==> config.mk <==
export PLATFORM = sky130hd
export DESIGN_NAME = boot_strap_config_sequencer
export DESIGN_NICKNAME = d
export VERILOG_FILES = /design/src/include/boot_cfg_pkg.sv /design/src/design/strap_sampler.sv /design/src/design/status_blinker.sv /design/src/design/boot_strap_config_sequencer.sv
export VERILOG_INCLUDE_DIRS = /design/src /design/src/include
export SDC_FILE = /design/constraint.sdc
export NUM_CORES = 1
export LEC_CHECK = 0
export BUFFER_PORTS_ARGS = -buffer_cell sky130_fd_sc_hd__buf_2
export CAP_MARGIN = 20
export CORE_ASPECT_RATIO = 0.5
export CORE_MARGIN = 8
export CORE_UTILIZATION = 57
export CTS_BUF_LIST = sky130_fd_sc_hd__clkbuf_8
export DETAILED_ROUTE_END_ITERATION = 16
export GPL_TIMING_DRIVEN = 0
export PLACE_DENSITY = 0.88
export SYNTH_ARGS = -nofsm -noshare
export SYNTH_HDL_FRONTEND = slang
export SYNTH_SLANG_ARGS = --single-unit
==> constraint.sdc <==
create_clock -name i_mclk -period 3.7 [get_ports i_mclk]
set_input_delay 0.74 -clock i_mclk [delete_from_list [all_inputs] [get_ports i_mclk]]
set_output_delay 0.74 -clock i_mclk [all_outputs]
set_load 0.005 [all_outputs]
==> src/include/boot_cfg_defines.svh <==
// Constants of the boot strap configuration sequencer.
// Definitions only; included by the package, the sequencer and the test bench.
`ifndef BOOT_CFG_DEFINES_SVH
`define BOOT_CFG_DEFINES_SVH

// First-fetch targets
`define ROM_START_VEC 32'h0000_8000
`define EMIF_START_VEC 32'h0200_0000

// Module numbers in the enable vector
`define MOD_COUNT 41
`define MOD_DMA_CC 2
`define MOD_DMA_TC0 3
`define MOD_DMA_TC1 4
`define MOD_EMIF 14
`define MOD_CARD0 15
`define MOD_UART0 19
`define MOD_FIRST_GENERAL_TIMER 27
`define MOD_TIMER2 29
`define MOD_SYSTEM 30
`define MOD_CPU 31
`define MOD_BUS_LO 32
`define MOD_BUS_HI 38

// Slowest external memory wait states, in interface cycles
`define WAIT_SETUP 5'h10
`define WAIT_STROBE 7'h40
`define WAIT_HOLD 4'h8
`define WAIT_TOTAL 8'h58

// Loader limits
`define RETRY_LIMIT 5'h18
`define MAX_LOAD_BYTES 16'h7800
`define MAX_PAGE_BYTES 16'h2000

// Timing: clock rate and status toggle rates
`define MCLK_HZ 32'h05F5_E100
`define BLINK_FAST_HZ 32'h4
`define BLINK_SLOW_HZ 32'h2

`endif

==> src/include/boot_cfg_pkg.sv <==
// Types shared by the boot strap configuration sequencer and its helpers.
// Assumes boot_cfg_defines.svh is on the include path.
`include "boot_cfg_defines.svh"

package boot_cfg_pkg;

  // Boot-select strap coding
  typedef enum logic [1:0] {
    SEL_NAND = 2'h0,
    SEL_EMIF = 2'h1,
    SEL_CARD = 2'h2,
    SEL_UART = 2'h3
  } boot_sel_e;

  typedef enum logic [1:0] {
    SRC_NAND = 2'h0,
    SRC_CARD = 2'h1,
    SRC_USB = 2'h2,
    SRC_UART = 2'h3
  } load_src_e;

  typedef enum logic [1:0] {
    STAT_LOW = 2'h0,
    STAT_FAST = 2'h1,
    STAT_SLOW = 2'h2,
    STAT_HIGH = 2'h3
  } status_mode_e;

  // Gray codes along the ROM path
  typedef enum logic [2:0] {
    ST_SAMPLE = 3'h0,
    ST_INIT = 3'h1,
    ST_READ_CFG = 3'h3,
    ST_LOAD = 3'h2,
    ST_WAIT = 3'h6,
    ST_HANDOFF = 3'h7,
    ST_RUN = 3'h5
  } seq_state_e;

  typedef logic [`MOD_COUNT-1:0] mod_en_t;

  typedef struct packed {
    logic [4:0] setup;
    logic [6:0] strobe;
    logic [3:0] hold;
  } emif_wait_s;

  typedef struct packed {
    load_src_e src;
    logic cs_hold;
    logic card_native;
  } load_req_s;

  typedef struct packed {
    logic ok;
    logic chk_err;
    logic [15:0] bytes;
  } load_rsp_s;

endpackage

==> src/design/strap_sampler.sv <==
// Strap pin synchroniser and reset-time latch.
// Pins are asynchronous; value is taken once stages two and three agree.
`timescale 1ns/100ps
`default_nettype none

module strap_sampler
  import boot_cfg_pkg::*;
(
  input wire logic i_mclk,
  input wire logic i_rst_n,
  input wire logic [1:0] i_strap_pin,
  output logic [1:0] o_strap,
  output logic o_latched
);

  typedef struct packed {
    logic [1:0] s1;
    logic [1:0] s2;
    logic [1:0] s3;
    logic [1:0] fill;
    logic [1:0] strap;
    logic latched;
  } smp_state_s;

  smp_state_s smp_r;
  smp_state_s smp_nxt;

  // Stage one feeds only stage two; capture waits for a full pipe
  always_comb begin
    smp_nxt = smp_r;
    smp_nxt.s1 = i_strap_pin;
    smp_nxt.s2 = smp_r.s1;
    smp_nxt.s3 = smp_r.s2;
    if (smp_r.fill != 2'h3) begin
      smp_nxt.fill = smp_r.fill + 2'h1;
    end
    if (!smp_r.latched && smp_r.fill == 2'h3 && smp_r.s2 == smp_r.s3) begin
      smp_nxt.strap = smp_r.s3;
      smp_nxt.latched = 1'b1;
    end
  end

  always_ff @(posedge i_mclk or negedge i_rst_n) begin
    if (!i_rst_n) begin
      smp_r <= '0;
    end else begin
      smp_r <= smp_nxt;
    end
  end

  assign o_strap = smp_r.strap;
  assign o_latched = smp_r.latched;

endmodule

`default_nettype wire

==> src/design/status_blinker.sv <==
// Boot status pin driver timed by the first general timer.
// Steady low or high, or toggling at the fast or slow rate.
`timescale 1ns/100ps
`default_nettype none

module status_blinker
  import boot_cfg_pkg::*;
#(
  parameter int unsigned FAST_CYCLES = 25000000,
  parameter int unsigned SLOW_CYCLES = 50000000
)
(
  input wire logic i_mclk,
  input wire logic i_rst_n,
  input wire logic i_timer_run,
  input wire status_mode_e i_mode,
  output logic o_level
);

  typedef struct packed {
    logic [25:0] cnt;
    logic tick;
    logic level;
  } blk_state_s;

  blk_state_s blk_r;
  blk_state_s blk_nxt;
  logic [25:0] limit;

  // Divider makes a one-cycle tick; the level flips on the tick
  always_comb begin
    blk_nxt = blk_r;
    blk_nxt.tick = 1'b0;
    limit = (i_mode == STAT_SLOW) ? 26'(SLOW_CYCLES - 1) :
                                    26'(FAST_CYCLES - 1);
    unique case (i_mode)
      STAT_LOW: begin
        blk_nxt.level = 1'b0;
        blk_nxt.cnt = '0;
      end
      STAT_HIGH: begin
        blk_nxt.level = 1'b1;
        blk_nxt.cnt = '0;
      end
      STAT_FAST, STAT_SLOW: begin
        if (i_timer_run) begin
          if (blk_r.cnt >= limit) begin
            blk_nxt.cnt = '0;
            blk_nxt.tick = 1'b1;
          end else begin
            blk_nxt.cnt = blk_r.cnt + 26'h1;
          end
        end
        if (blk_r.tick) begin
          blk_nxt.level = ~blk_r.level;
        end
      end
    endcase
  end

  always_ff @(posedge i_mclk or negedge i_rst_n) begin
    if (!i_rst_n) begin
      blk_r <= '0;
    end else begin
      blk_r <= blk_nxt;
    end
  end

  assign o_level = blk_r.level;

endmodule

`default_nettype wire

==> src/design/boot_strap_config_sequencer.sv <==
// Reset-time boot configuration and ROM loader sequencer.
// Assumes a load engine that answers each start with one done pulse,
// and a single reset that stands for power-on, warm and max reset.
`timescale 1ns/100ps
`include "boot_cfg_defines.svh"
`default_nettype none

module boot_strap_config_sequencer
  import boot_cfg_pkg::*;
#(
  parameter int unsigned TOGGLE_FAST_CYCLES = `MCLK_HZ / `BLINK_FAST_HZ,
  parameter int unsigned TOGGLE_SLOW_CYCLES = `MCLK_HZ / `BLINK_SLOW_HZ
)
(
  input wire logic i_mclk,
  input wire logic i_rst_n,
  input wire logic [1:0] i_boot_select_strap,
  input wire logic i_load_done,
  input wire load_rsp_s i_load_rsp,
  input wire logic [15:0] i_nand_page_bytes,
  input wire logic i_nand_wide,
  output logic o_pins_to_emif,
  output logic [1:0] o_boot_config_word,
  output logic [31:0] o_fetch_vector,
  output logic o_fetch_go,
  output mod_en_t o_module_enable,
  output emif_wait_s o_emif_wait,
  output logic o_load_start,
  output load_req_s o_load_req,
  output logic o_boot_status_output,
  output logic o_handoff
);

  typedef struct packed {
    seq_state_e st;
    logic [1:0] cfg_word;
    logic pins_emif;
    logic [31:0] vector;
    logic go;
    mod_en_t mod_en;
    emif_wait_s wait_cfg;
    logic start;
    load_req_s req;
    logic [4:0] retries;
    logic fallback;
    status_mode_e stat;
    logic handoff;
  } seq_state_s;

  seq_state_s seq_r;
  seq_state_s seq_nxt;
  logic [1:0] strap;
  logic strap_latched;
  logic status_level;
  logic load_good;
  logic retry_ok;
  logic nand_unsupported;

  // Per-module run/held pattern for one strap value
  function automatic mod_en_t module_defaults(input logic [1:0] sel);
    mod_en_t en;
    en = '0;
    en[`MOD_DMA_CC] = (sel != SEL_CARD);
    en[`MOD_DMA_TC0] = (sel != SEL_CARD);
    en[`MOD_DMA_TC1] = (sel != SEL_CARD);
    en[`MOD_EMIF] = (sel != SEL_CARD);
    en[`MOD_CARD0] = (sel == SEL_CARD);
    en[`MOD_UART0] = (sel == SEL_UART);
    en[`MOD_FIRST_GENERAL_TIMER] = 1'b1;
    en[`MOD_TIMER2] = 1'b1;
    en[`MOD_SYSTEM] = 1'b1;
    en[`MOD_CPU] = 1'b1;
    for (int i = `MOD_BUS_LO; i <= `MOD_BUS_HI; i++) begin
      en[i] = 1'b1;
    end
    return en;
  endfunction

  // Next source after a failed attempt
  function automatic load_src_e fallback_src(input load_src_e src);
    unique case (src)
      SRC_NAND: fallback_src = SRC_CARD;
      SRC_CARD: fallback_src = SRC_USB;
      SRC_USB: fallback_src = SRC_USB;
      SRC_UART: fallback_src = SRC_UART;
    endcase
  endfunction

  // Strap capture; the pins are released only after it
  strap_sampler u_strap (
    .i_mclk(i_mclk),
    .i_rst_n(i_rst_n),
    .i_strap_pin(i_boot_select_strap),
    .o_strap(strap),
    .o_latched(strap_latched)
  );

  // Status pin paced by the first general timer
  status_blinker #(
    .FAST_CYCLES(TOGGLE_FAST_CYCLES),
    .SLOW_CYCLES(TOGGLE_SLOW_CYCLES)
  ) u_blink (
    .i_mclk(i_mclk),
    .i_rst_n(i_rst_n),
    .i_timer_run(seq_r.mod_en[`MOD_FIRST_GENERAL_TIMER]),
    .i_mode(seq_r.stat),
    .o_level(status_level)
  );

  // Answer classification of the running attempt
  assign load_good = i_load_rsp.ok &&
                     (i_load_rsp.bytes <= `MAX_LOAD_BYTES);
  assign retry_ok = i_load_rsp.chk_err &&
                    (seq_r.req.src == SRC_NAND ||
                     seq_r.req.src == SRC_CARD) &&
                    (seq_r.retries < `RETRY_LIMIT);
  assign nand_unsupported = i_nand_wide ||
                            (i_nand_page_bytes > `MAX_PAGE_BYTES);

  // Boot sequence; a single reset covers every reset kind
  always_comb begin
    seq_nxt = seq_r;
    seq_nxt.go = 1'b0;
    seq_nxt.start = 1'b0;
    seq_nxt.handoff = 1'b0;
    unique case (seq_r.st)
      ST_SAMPLE: begin
        if (strap_latched) begin
          seq_nxt.cfg_word = strap;
          seq_nxt.pins_emif = 1'b1;
          seq_nxt.mod_en = module_defaults(strap);
          if (strap != SEL_CARD) begin
            seq_nxt.wait_cfg = '{`WAIT_SETUP, `WAIT_STROBE,
                                 `WAIT_HOLD};
          end
          seq_nxt.go = 1'b1;
          if (strap == SEL_EMIF) begin
            seq_nxt.vector = `EMIF_START_VEC;
            seq_nxt.st = ST_RUN;
          end else begin
            seq_nxt.vector = `ROM_START_VEC;
            seq_nxt.st = ST_INIT;
          end
        end
      end
      ST_INIT: begin
        seq_nxt.st = ST_READ_CFG;
      end
      ST_READ_CFG: begin
        // Branch on the latched configuration word
        unique case (seq_r.cfg_word)
          SEL_CARD: seq_nxt.req.src = SRC_CARD;
          SEL_UART: seq_nxt.req.src = SRC_UART;
          default: seq_nxt.req.src = SRC_NAND;
        endcase
        seq_nxt.retries = '0;
        seq_nxt.st = ST_LOAD;
      end
      ST_LOAD: begin
        if (seq_r.req.src == SRC_NAND && nand_unsupported) begin
          // Unsupported part counts as a failed NAND attempt
          seq_nxt.req.src = SRC_CARD;
          seq_nxt.fallback = 1'b1;
        end else begin
          seq_nxt.start = 1'b1;
          seq_nxt.req.cs_hold = (seq_r.req.src == SRC_NAND);
          seq_nxt.req.card_native = (seq_r.req.src == SRC_CARD);
          seq_nxt.st = ST_WAIT;
          if (!seq_r.fallback) begin
            seq_nxt.stat = STAT_LOW;
          end else if (seq_r.req.src == SRC_UART) begin
            seq_nxt.stat = STAT_SLOW;
          end else begin
            seq_nxt.stat = STAT_FAST;
          end
        end
      end
      ST_WAIT: begin
        if (i_load_done) begin
          if (load_good) begin
            seq_nxt.stat = STAT_HIGH;
            seq_nxt.st = ST_HANDOFF;
          end else if (retry_ok) begin
            seq_nxt.retries = seq_r.retries + 5'h1;
            seq_nxt.st = ST_LOAD;
          end else begin
            seq_nxt.req.src = fallback_src(seq_r.req.src);
            seq_nxt.fallback = 1'b1;
            seq_nxt.retries = '0;
            seq_nxt.st = ST_LOAD;
          end
        end
      end
      ST_HANDOFF: begin
        // Jump only once the pin already shows high
        if (status_level) begin
          seq_nxt.handoff = 1'b1;
          seq_nxt.req.cs_hold = 1'b0;
          seq_nxt.st = ST_RUN;
        end
      end
      ST_RUN: begin
        seq_nxt.st = ST_RUN;
      end
      default: begin
        seq_nxt.st = ST_SAMPLE;
      end
    endcase
  end

  always_ff @(posedge i_mclk or negedge i_rst_n) begin
    if (!i_rst_n) begin
      seq_r <= '0;
    end else begin
      seq_r <= seq_nxt;
    end
  end

  // Outputs straight from the state register; status pin from the blinker register
  assign o_pins_to_emif = seq_r.pins_emif;
  assign o_boot_config_word = seq_r.cfg_word;
  assign o_fetch_vector = seq_r.vector;
  assign o_fetch_go = seq_r.go;
  assign o_module_enable = seq_r.mod_en;
  assign o_emif_wait = seq_r.wait_cfg;
  assign o_load_start = seq_r.start;
  assign o_load_req = seq_r.req;
  assign o_boot_status_output = status_level;
  assign o_handoff = seq_r.handoff;

  logic fail_now;
  assign fail_now = (seq_r.st == ST_WAIT) && i_load_done &&
                    !load_good && !retry_ok;
endmodule

`default_nettype wire

# [Word-level counts from Yosys, hierarchy flattened]
# Index checks and enable logic that the tools add are counted.
[totals] reg_bits=94 in_bits=40 out_inout_bits=100 elab_cells=135
[op_classes] n_addsub=3 magnitude_cmp=4 n_eq_ne=31 n_mux=43 n_bitwise=2 reduce_logical=28
[op_table] operator="96-bit two-way mux" n=1
[op_table] operator="26-bit two-way mux" n=3
[op_table] operator="58-bit two-way mux" n=1
[op_table] operator="26-bit one-hot mux with 2 select lines" n=1
[op_table] operator="27-bit two-way mux" n=1
[op_table] operator="26-bit by 1-bit adder with 26-bit output, second input constant" n=1
[op_table] operator="26-bit >= comparator" n=1
[op_table] operator="3-bit one-hot mux with 7 select lines" n=1
[op_table] operator="2-bit == test, second input constant" n=9
[op_table] operator="2-bit two-way mux" n=9
[op_table] operator="2-bit inequality test, second input constant" n=9
[op_table] operator="16-bit by 14-bit greater-than comparator with 1-bit output, second input constant" n=1
[op_table] operator="16-bit by 15-bit <= comparator with 1-bit output, second input constant" n=1
[op_table] operator="16-bit two-way mux" n=1
[op_table] operator="3-bit two-way mux" n=5
[op_table] operator="2-bit one-hot mux with 3 select lines" n=2
[op_table] operator="1-bit two-way mux" n=10
[op_table] operator="5-bit one-hot mux with 2 select lines" n=1
[op_table] operator="5-bit AND reduction" n=2
[op_table] operator="3-bit == test, second input constant" n=3
[op_table] operator="3-bit AND reduction" n=3
[op_table] operator="8-bit two-way mux" n=1
[op_table] operator="4-bit AND reduction" n=2
[op_table] operator="2-bit by 1-bit == test with 1-bit output, second input constant" n=3
[op_table] operator="23 further kinds" n=39

# [Longest topological paths before layout]
# Gate-level depths: netlist of run 1.
[logic_depth] word_depth=8 ltp_mapped=13 ltp_nobuf=11

# [By module]
# From an unflattened synthesis of run 1, not the netlist that was laid out.
[hier_totals] hier_cells=476 area_unflattened_um2=4451.8
[by_module_without_submodules] mod="boot_strap_config_sequencer" n_inst=1 cells_each=234 area_per_inst_um2=2109.5 seq_area_each_um2=675.6
[by_module_without_submodules] mod="status_blinker" n_inst=1 cells_each=220 area_per_inst_um2=1963.1 seq_area_each_um2=700.7
[by_module_without_submodules] mod="strap_sampler" n_inst=1 cells_each=22 area_per_inst_um2=379.1 seq_area_each_um2=275.3

# [Worst setup path after synthesis of run 1]
# No wires, ideal clock.
[synth_path] path_kind="input port to flip-flop" startpoint="in i_nand_page_bytes[6]" endpoint="reg seq_r (netlist bit o_load_req[0])" setup_time_ps=125 arrival_time_ps=2231 required_time_ps=3575 path_slack_ps=1344 stages=6 path_buffers=0 cell_sequence="nor4_1 -> nand4_1 -> a2111o_1 -> and2_4 -> nor3_4 -> mux2_4"
[synth_between] elab_chain_cells=5
[synth_rtl] element="start, declared" line_no="boot_strap_config_sequencer.sv:20" source="input wire logic [15:0] i_nand_page_bytes,"
[synth_rtl] element="16-bit by 14-bit greater-than comparator with 1-bit output (no line)"
[synth_rtl] element="1-bit logical OR" line_no="boot_strap_config_sequencer.sv:117" source="assign nand_unsupported = i_nand_wide ||"
[synth_rtl] element="1-bit logical AND" line_no="boot_strap_config_sequencer.sv:160" source="if (seq_r.req.src == SRC_NAND && nand_unsupported) begin"
[synth_rtl] element="1-bit NOT (no line)"
[synth_rtl] element="2-bit AND reduction (no line)"
[synth_rtl] element="end signal, assigned" line_no="boot_strap_config_sequencer.sv:215" source="seq_r <= seq_nxt;"
[synth_rtl] element="end, declared" line_no="boot_strap_config_sequencer.sv:50" source="seq_state_s seq_r;"
# Every way passes these cells.
# A chain may end at the register's enable or synchronous reset.

# [Final worst setup path of run 1]
[layout_path] startpoint="reg seq_r[1] (netlist bit)" endpoint="reg u_blink.blk_r[14] (netlist bit)"
[layout_between] elab_chain_cells=6 elab_cells_between_ends=12 cone_classes="order compare (1); eq/ne (4); mux (4); reduce/logical (3)"
[layout_rtl] element="2-bit == test" line_no="status_blinker.sv:34, status_blinker.sv:36"
[layout_rtl] element="26-bit two-way mux" line_no="status_blinker.sv:34" source="limit = (i_mode == STAT_SLOW) ? 26'(SLOW_CYCLES - 1) :"
[layout_rtl] element="26-bit >= comparator" line_no="status_blinker.sv:47" source="if (blk_r.cnt >= limit) begin"
[layout_rtl] element="26-bit two-way mux" line_no="status_blinker.sv:47"
[layout_rtl] element="27-bit two-way mux" line_no="status_blinker.sv:46" source="if (i_timer_run) begin"
[layout_rtl] element="26-bit one-hot mux with 2 select lines" line_no="status_blinker.sv:36" source="unique case (i_mode)"
[layout_rtl] element="end signal, assigned" line_no="status_blinker.sv:65" source="blk_r <= blk_nxt;"
[layout_rtl] element="end, declared" line_no="status_blinker.sv:26" source="blk_state_s blk_r;"
# Several ways; a longest one is shown, not always the timed one. The select of a mux whose other input is x is not followed.

==> run metrics, run 1 <==
result of the run complete, no violations; via count 3838; worst stage delay on the critical path 0.41 ns; largest family of logic cells by synthesized area buffers and inverters; FP Rows 22; Rel. slew slack a little under half; Startpoint Class register; Worst EP required 3.97 ns; Hold Crit Class register to register; met3 Use GR 9.173%; # diodes 0; CP max stage cell dfrtp_1; Critical Path Fanout Max 10; die area 10930 um2; Post-Synth Simple-Gate Area 18.54%; Post-synth top flop dfrtp_1; synthesized area ~4400 um2; gr ovfl total 0; maximum VDD drop approximately 170 uV; average routed wire per standard cell around 15 um; input/output buffers ~70; cells along the critical path inv_1 > ha_1 > buf_6 > inv_2 > ha_1 > nand2_1 > nor3_1 > a311oi_2 > nand3_2 > a21oi_4 > buf_6 > nand2_1 > mux2i_1; Post-Synth XOR/XNOR Area less than 1%; Cells after Synth 490; post-place setup slack about 0.96 ns; PD cells 287.7 nW/um2; # DRC 0; gr usage total 20.31%; Async SR Flop Fraction 100.0%; cts repair resizes 0; Crit. End Element register; clock buffer count from CTS 9; IO Pins 140; Min Clock Period, post-route 2.862 ns; final WL around 11 mm; initial core utilization 59.23%; DRT antenna net count 0; # nets final ~690; commonest non-fill, non-tap cell in the layout buf_4; WP buf/inv 4; sequential element share of the synthesized area between 30% and 40%; Total Power 1.530 mW; CTS Root Cell clkbuf_8; utilization after layout between 70% and 80%; post-synthesis register bit count 66; Core ar. 7405 um2; Compound-Gate Fraction of Synth Area 14.27%; Post-CTS Setup Inserts 0; clock transition at the registers of the reported paths 0.08 ns; Slew Viols, Final 0; initial antenna violation count 0; reg2reg setup slack about 0.84 ns; Area growth, synth to finish 21.28%; global route hottest layer met2; clock buffer depth 2; first-pass GRT wire length 18.35 mm; share of cells above drive strength 1 32.14%; CTS sink cnt between 60 and 70; first-iteration detailed-routing DRC count 399; Finished Layout Cells 740; number of distinct library cells after synthesis 60; RePlAce Congestion 0.9143; critical path type register to register; Slew @ Worst Pin between 0.8 and 0.9 ns; synthesized area per cell a little under 9 um2; Final Worst Setup Slack about 0.84 ns; Die Height 78.03 um; 1st-pass router iterations 5; Post-CTS Hold Buffers 0; Setup Skew about 0.0093 ns; number of flops mapped to enable cells by yosys 0; delay-heaviest family, CP compound AO/OA/AOI/OAI gates; CTS tree built; fin crit share 77.34%; Pleak 2.712 nW; unrepaired setup endpoints after global routing false; number of max-cap violations 0; latest clock arrival within the worst-skew pair about 0.35 ns; final setup TNS 0 ns; Cells after DPL 724; Yosys warning count 0; Die Width 140.0 um; fraction of the mapped netlist area in adder cells 4.280%; Final Hold Vio Count 0; Final HPWL DP 8.084 mm; met2 usage 34.83%; post-synthesis mux area share 3.909%; fmax 349.5 MHz; # setup viols final 0; most frequent cells in the layout buf_4 (97), buf_2 (73), conb_1 (67), dfrtp_1 (66), nand2_1 (42); vias per cell 5.186; largest net degree at the start of global routing between 60 and 70; vias in the first global route 3903; data arrival time at the worst-slack endpoint 3.13 ns; met1 Track Usage GR 22.91%; H-tree depth 3
sequential cells by signal, summed over array words and instances (netlist names), named ones only:
signal and flops:
u_blink.blk_r 27, seq_r 10, o_load_req 4, u_strap.smp_nxt 4, u_strap.smp_r 4, o_module_enable 3
o_boot_config_word 2, o_fetch_vector 2, u_strap.o_strap 2, o_emif_wait 1, o_fetch_go 1, o_handoff 1
o_load_start 1, o_pins_to_emif 1, u_blink.o_level 1, u_strap.o_latched 1
metrics by stage:
| stage | hold slack, ns | instance area, um2 |
|---|---|---|
| floorplan | 0.3312 | 4633 |
| global placement | 0.3409 | 5114 |
| detailed placement | 0.3417 | 5116 |
| CTS | 0.3538 | 5319 |
| global route | 0.3668 | 5319 |
| finish | 0.3532 | 5319 |
logic make-up (layout without fill, tap and decap cells):
kind of cell,after synthesis,count (layout)
AO/OA/AOI/OAI,96,96
buffers and inverters,134,222
adder cells (fa/ha/maj),15,15
AND/OR/NAND/NOR,157,157
XOR/XNOR,5,5
flip-flops,66,66
multiplexers,16,16
other,1,67
metal layers:
metal	share of wire, %	wire length (um)	up-vias
li1	-	-	1842
met1	41	4394	1754
met2	47	5057	225
met3	12	1245	17
met4	1.2	125	0
met5	0	0	-
where the power goes:
part,internal (mW),leakage [nW],switching (mW)
Combinational,0.0821,1.76,0.0629
Sequential,0.739,0.854,0.0198
Clock,0.331,0.103,0.296
Total,1.15,2.71,0.379
worst reg2reg max path: stages (launching register included):
cell      delay, ns
dfrtp_1        0.41
inv_1          0.12
ha_1           0.19
buf_6          0.15
inv_2          0.09
ha_1           0.32
nand2_1        0.07
nor3_1         0.05
a311oi_2       0.28
nand3_2        0.24
a21oi_4        0.41
buf_6          0.22
nand2_1        0.06
mux2i_1        0.17
final cells by class:
cell class	count	area [um2]
buffer	110	798.3
clock buffer	10	137.6
clock inverter	6	65.06
fill	554	2086
inverter	24	90.09
multi-input combinational	356	2093
sequential	66	1652
tap	96	120.1
timing repair buffer	72	362.8
synth_stat cells (all sizes together) (5+ instances only):
cell / number / area, um2
clkbuf: 9 / 33.78
ha: 15 / 187.7
nand3: 28 / 145.1
nor4: 7 / 43.79
a22oi: 5 / 37.54
o21ai: 34 / 170.2
nor3: 13 / 76.33
mux2: 6 / 71.31
nor2: 20 / 75.07
nand2: 43 / 163.9
and3: 5 / 31.28
inv: 24 / 90.08
nand4: 11 / 68.82
dfrtp: 66 / 1652
nand2b: 8 / 50.05
mux2i: 10 / 100.1
buf: 101 / 764.5
a21oi: 26 / 152.7
path summary, 6_finish.rpt:
kind	start	to	depth (start not counted)
hold reg to reg	u_strap.smp_nxt[8]$_DFF_PN0_	u_strap.smp_nxt[6]$_DFF_PN0_	0
max in group asynchronous	i_rst_n	u_blink.blk_r[27]$_DFFE_PN0P_	1
setup reg to reg	seq_r[1]$_DFFE_PN0P_	u_blink.blk_r[14]$_DFFE_PN0P_	13
min in group asynchronous	i_rst_n	u_blink.blk_r[2]$_DFFE_PN0P_	1
hold / removal	u_strap.smp_nxt[8]$_DFF_PN0_	u_strap.smp_nxt[6]$_DFF_PN0_	0
setup / recovery	seq_r[1]$_DFFE_PN0P_	u_blink.blk_r[14]$_DFFE_PN0P_	13
(Power assumes the default switching activity.)
==> inputs of run 2 (changes only) <==
--- a/config.mk
+++ b/config.mk
@@ -10,11 +10,11 @@
 export CAP_MARGIN = 20
 export CORE_ASPECT_RATIO = 0.5
 export CORE_MARGIN = 8
-export CORE_UTILIZATION = 57
+export CORE_UTILIZATION = 53
 export CTS_BUF_LIST = sky130_fd_sc_hd__clkbuf_8
 export DETAILED_ROUTE_END_ITERATION = 16
 export GPL_TIMING_DRIVEN = 0
-export PLACE_DENSITY = 0.88
+export PLACE_DENSITY = 0.83
 export SYNTH_ARGS = -nofsm -noshare
 export SYNTH_HDL_FRONTEND = slang
 export SYNTH_SLANG_ARGS = --single-unit
==> constraint.sdc (replaced) <==
create_clock -name i_mclk -period 2.9 [get_ports i_mclk]
set_input_delay 0.58 -clock i_mclk [delete_from_list [all_inputs] [get_ports i_mclk]]
set_output_delay 0.58 -clock i_mclk [all_outputs]
set_load 0.005 [all_outputs]
==> run metrics, run 2 (synthesized netlist as in run 1, its figures left out) <==
fmax ~370 MHz; Rel. slew slack between 40% and 50%; H-tree depth 3; # diodes 0; average routed wire per standard cell 14.00 um; Die Width between 100 and 150 um; Startpoint Class register; # nets final around 700; CTS sink cnt 66; 1st-pass router iterations 5; Final HPWL DP 8.072 mm; latest clock arrival within the worst-skew pair between 0.3 and 0.4 ns; maximum VDD drop 261.7 uV; largest net degree at the start of global routing 67; result of the run complete, no violations; # setup viols final 0; IO Pins 140; final setup TNS 0 ns; FP Rows 23; Worst EP required 3.16 ns; commonest non-fill, non-tap cell in the layout buf_4; first-pass GRT wire length about 17 mm; Pleak 2.746 nW; Crit. End Element register; Slew @ Worst Pin 0.8340 ns; Finished Layout Cells between 700 and 800; PD cells 387.8 nW/um2; clock transition at the registers of the reported paths about 0.080 ns; number of max-cap violations 0; share of cells above drive strength 1 32.30%; Critical Path Fanout Max 10; die area 11620 um2; # DRC 0; data arrival time at the worst-slack endpoint approximately 3.0 ns; Area growth, synth to finish 23.17%; most frequent cells in the layout buf_4 (100), buf_2 (73), conb_1 (67), dfrtp_1 (66), nand2_1 (42); final WL 10.63 mm; via count 3755; initial core utilization 54.62%; top flop regs u_blink.blk_r: 27 flops, seq_r: 10 flops; initial antenna violation count 0; critical path type register to register; first-iteration detailed-routing DRC count 316; unrepaired setup endpoints after global routing false; DRT antenna net count 0; clock buffer count from CTS 9; input/output buffers 72; vias in the first global route approximately 3700; RePlAce Congestion 0.8883; vias per cell 4.947; Cells after DPL 740; Setup Skew 0.01229 ns; clock buffer depth 2; CTS Root Cell clkbuf_8; utilization after layout about two thirds; Slew Viols, Final 0; Core ar. between 8000 and 9000 um2; CTS tree built; Die Height 80.32 um; Top reg by flops u_blink.blk_r; Final Hold Vio Count 0; Min Clock Period, post-route 2.731 ns; fin crit share between 90% and 100%; Post-CTS Hold Buffers 0; gr ovfl total 0; Hold Crit Class input port to asynchronous set/reset pin; gr usage total 18.25%; max FFs per register 27
==> run 2: changes by cell type in the layout (fill, tap and decap cells not counted) <==
cell       change
o21ai_1        +1
clkinv_4       +1
bufinv_16      +2
buf_4          +3
inv_6          -1
inv_1          +1
o21ai_0        -1
clkinv_2       -2
clkbuf_8       -1
==> run 2: report_power, final <==
| group | total [mW] | switching [mW] | internal (mW) | leakage, nW |
|---|---|---|---|---|
| Sequential | 0.965 | 0.0228 | 0.943 | 0.854 |
| Combinational | 0.184 | 0.0792 | 0.105 | 1.77 |
| Clock | 0.945 | 0.374 | 0.571 | 0.121 |
==> run 2: worst max-delay path, stage by stage, from the launching register on <==
cell and delay [ns]:
dfrtp_1 0.41, inv_1 0.12, ha_1 0.17, buf_6 0.14, inv_2 0.08, ha_1 0.33
nand2_1 0.07, nor3_1 0.05, a311oi_2 0.28, nand3_2 0.23, a21oi_4 0.33, buf_6 0.21
nand2_1 0.07, mux2i_1 0.14
==> run 2: per-stage QoR <==
step	setup WS (ns)	hold WS [ns]	area [um2]	power, mW
5_1_grt	0.01626	0.3231	5401	2.176
3_3_place_gp	0.2305	0.3361	5134	1.157
6_report	0.1686	0.3149	5401	2.095
4_1_cts	0.07649	0.3339	5379	2.094
3_5_place_dp	0.1472	0.3362	5136	1.160
2_1_floorplan	0.5639	0.2844	4633	1.102
==> run 2: final timing paths <==
kind | from | end | slack (ns) | depth (start not counted)
min in group i_mclk | i_boot_select_strap[1] | u_strap.smp_nxt[8]$_DFF_PN0_ | 0.34 | 1
max in group asynchronous | i_rst_n | u_strap.smp_r[4]$_DFFE_PN0P_ | 2.01 | 1
hold reg to reg | u_strap.smp_nxt[8]$_DFF_PN0_ | u_strap.smp_nxt[6]$_DFF_PN0_ | 0.36 | 0
setup / recovery | seq_r[1]$_DFFE_PN0P_ | u_blink.blk_r[9]$_DFFE_PN0P_ | 0.17 | 13
hold / removal | i_rst_n | u_blink.blk_r[20]$_DFFE_PN0P_ | 0.31 | 1
setup reg to reg | seq_r[1]$_DFFE_PN0P_ | u_blink.blk_r[9]$_DFFE_PN0P_ | 0.17 | 13
==> run 2: what timing repair did <==
item	4_1_cts	5_1_grt
endpoints found under the setup margin	0	13
resized for setup	0	1
buffers inserted	0	3
==> run 2: layout make-up <==
type	instances	area [um2]
Multi-Input combinational cell	356	2093
Timing Repair Buffer	75	385.4
Sequential cell	66	1652
Buffer	110	798.3
Fill cell	652	2628
Clock inverter	7	118.9
Tap cell	112	140.1
Inverter	24	90.09
Clock buffer	9	123.9
==> run 2: layer usage <==
layer / track usage [%] / part of all wire [%] / vias up / wire length (um)
met2: 31.95 / 49 / 177 / 5190
met1: 20.40 / 39 / 1712 / 4096
met3: 5.914 / 11 / 12 / 1197
met4: 7.518 / 1.3 / 0 / 143
li1: - / - / 1854 / -
met5: 0 / 0 / - / 0
==> inputs of run 3 (changes only) <==
--- a/config.mk
+++ b/config.mk
@@ -9,7 +9,7 @@
 export BUFFER_PORTS_ARGS = -buffer_cell sky130_fd_sc_hd__buf_2
 export CAP_MARGIN = 20
 export CORE_ASPECT_RATIO = 0.5
-export CORE_MARGIN = 8
+export CORE_MARGIN = 2
 export CORE_UTILIZATION = 53
 export CTS_BUF_LIST = sky130_fd_sc_hd__clkbuf_8
 export DETAILED_ROUTE_END_ITERATION = 16
@@ -18,3 +18,4 @@
 export SYNTH_ARGS = -nofsm -noshare
 export SYNTH_HDL_FRONTEND = slang
 export SYNTH_SLANG_ARGS = --single-unit
+export TNS_END_PERCENT = 50
==> constraint.sdc (replaced) <==
create_clock -name i_mclk -period 2.9 [get_ports i_mclk]
set_input_delay 0.58 -clock i_mclk [delete_from_list [all_inputs] [get_ports i_mclk]]
set_output_delay 0.58 -clock i_mclk [all_outputs]
set_load 0.01 [all_outputs]
==> run metrics, run 3 (synthesized netlist as in run 1, its figures left out) <==
most frequent cells in the layout buf_4 (101), buf_2 (73), conb_1 (67), dfrtp_1 (66), nand2_1 (42); Area growth, synth to finish 23.14%; Worst R2R Start seq_r[1]$_DFFE_PN0P_; internal power 1.612 mW; Critical Path Fanout Max 10; Final Hold Vio Count 0; Post-CTS Hold Buffers 0; Comb power frac 9.7%; final WL 9.773 mm; Cells after DPL 740; initial antenna violation count 0; fraction of power spent switching nets 22.93%; Startpoint Class register; fmax 363.6 MHz; utilization after layout 67.26%; latest clock arrival within the worst-skew pair 0.36 ns; first-iteration detailed-routing DRC count 325; clock buffer count from CTS 9; RePlAce Congestion 0.8827; unrepaired setup endpoints after global routing false; gr usage total between 20% and 30%; Crit. End Element register; first-pass GRT wire length ~16 mm; Slew Viols, Final 0; 1st-pass router iterations 5; Sequential Power Share 46.2%; vias per cell between 4 and 5; critical path type register to register; IO Pins 140; Rel. slew slack roughly 44%; cts repair resizes 0; Slew @ Worst Pin 0.8443 ns; # diodes 0; clock share of power 44.1%; top flop regs u_blink.blk_r: 27 flops, seq_r: 10 flops; crit path launch seq_r[1]$_DFFE_PN0P_; r2r endpoint u_blink.blk_r[27]$_DFFE_PN0P_; die area 9062 um2; Final Worst Setup Slack 0.1498 ns; H-tree depth 3; initial core utilization between 50% and 60%; FP Rows 23; Hold Crit Class input port to asynchronous set/reset pin; reg2reg setup slack 0.15 ns; final setup TNS 0 ns; input/output buffers 72; # setup viols final 0; FF+latch area 1652 um2; largest net degree at the start of global routing between 60 and 70; max FFs per register 27; post-place setup slack ~0.12 ns; Die Height between 60 and 70 um; data arrival time at the worst-slack endpoint 3.02 ns; Pleak 2.753 nW; CTS Root Cell clkbuf_8; maximum VDD drop 184.8 uV; Worst EP required about 3.2 ns; share of cells above drive strength 1 32.25%; Top reg by flops u_blink.blk_r; CTS tree built; cells along the critical path inv_1 > ha_1 > buf_6 > inv_2 > ha_1 > nand2_1 > nor3_1 > a311oi_2 > nand3_2 > a21oi_4 > buf_6 > a21oi_1 > mux2i_1; # nets final around 700; fin crit share 94.84%; CP max stage cell dfrtp_1; number of max-cap violations 0; Finished Layout Cells 760; commonest non-fill, non-tap cell in the layout buf_4; Setup Skew 0.005461 ns; Die Width 132.6 um; area of the multi-input gates 2093 um2; Final HPWL DP 6.979 mm; DRT antenna net count 0; Min Clock Period, post-route 2.750 ns; worst stage delay on the critical path ~0.40 ns; gr ovfl total 0; clock buffer depth 2; # DRC 0; Fill cells 649; result of the run complete, no violations; PD cells 387.4 nW/um2; CTS sink cnt 66; average routed wire per standard cell 12.86 um; via count 3786; Core ar. roughly 8000 um2; Switch Pwr 0.4798 mW; FF-to-FF path depth 13; vias in the first global route 3500; clock transition at the registers of the reported paths 0.07 ns
==> run 3: worst max-delay path by stage <==
stage                                                to  slack [ns]  depth (start not counted)
after floorplan           u_blink.blk_r[14]$_DFFE_PN0P_        0.56                         13
after global placement     u_blink.blk_r[9]$_DFFE_PN0P_        0.22                         13
after detailed placement  u_blink.blk_r[16]$_DFFE_PN0P_        0.12                         13
after CTS                 u_blink.blk_r[27]$_DFFE_PN0P_        0.06                         13
after global routing      u_blink.blk_r[27]$_DFFE_PN0P_       0.003                         13
final                     u_blink.blk_r[27]$_DFFE_PN0P_        0.15                         13
==> run 3: final cells by class <==
cell class              instances  share of cell area (%)
multi-input cells             356                   38.76
flip-flops and latches         66                   30.58
plain buffers                 110                   14.78
repair buffers                 76                   7.275
well taps                     112                   2.595
clock buffers                   9                   2.294
clock inverters                 7                   2.039
inverters                      24                   1.668
==> run 3: metrics by stage <==
stage,hold slack [ns],power (mW),cell area [um2]
6_report,0.3075,2.092,5400
3_3_place_gp,0.3411,1.178,5134
4_1_cts,0.3103,2.106,5370
5_1_grt,0.3127,2.181,5400
3_5_place_dp,0.3379,1.183,5136
2_1_floorplan,0.2844,1.122,4633
==> run 3: what timing repair did <==
action,4_1_cts,5_1_grt
hold endpoints to repair,0,0
endpoints found under the setup margin,0,12
buffers inserted,0,4
==> run 3: power groups by stage <==
stage | Sequential, mW | Clock [mW] | Combinational, mW
after global placement | 0.983 | 0 | 0.195
final | 0.966 | 0.923 | 0.202
after detailed placement | 0.985 | 0 | 0.198
after global routing | 0.971 | 0.987 | 0.223
after CTS | 0.967 | 0.940 | 0.198
after floorplan | 0.976 | 0 | 0.146
==> run 3: layer usage <==
layer	wire length (um)	global-route usage, %
met3	787	6.222
met4	287	11.69
met5	0	0
met2	4635	38.67
met1	4062	26.30
==> run 3: worst max-delay path, delay by kind of cell, from the launching register on <==
family,cells,cell delay [ns]
buf+inv,4,0.53
flops,1,0.40
compound gates,3,0.65
mux,1,0.20
simple gates,3,0.36
fa+ha+maj,2,0.52
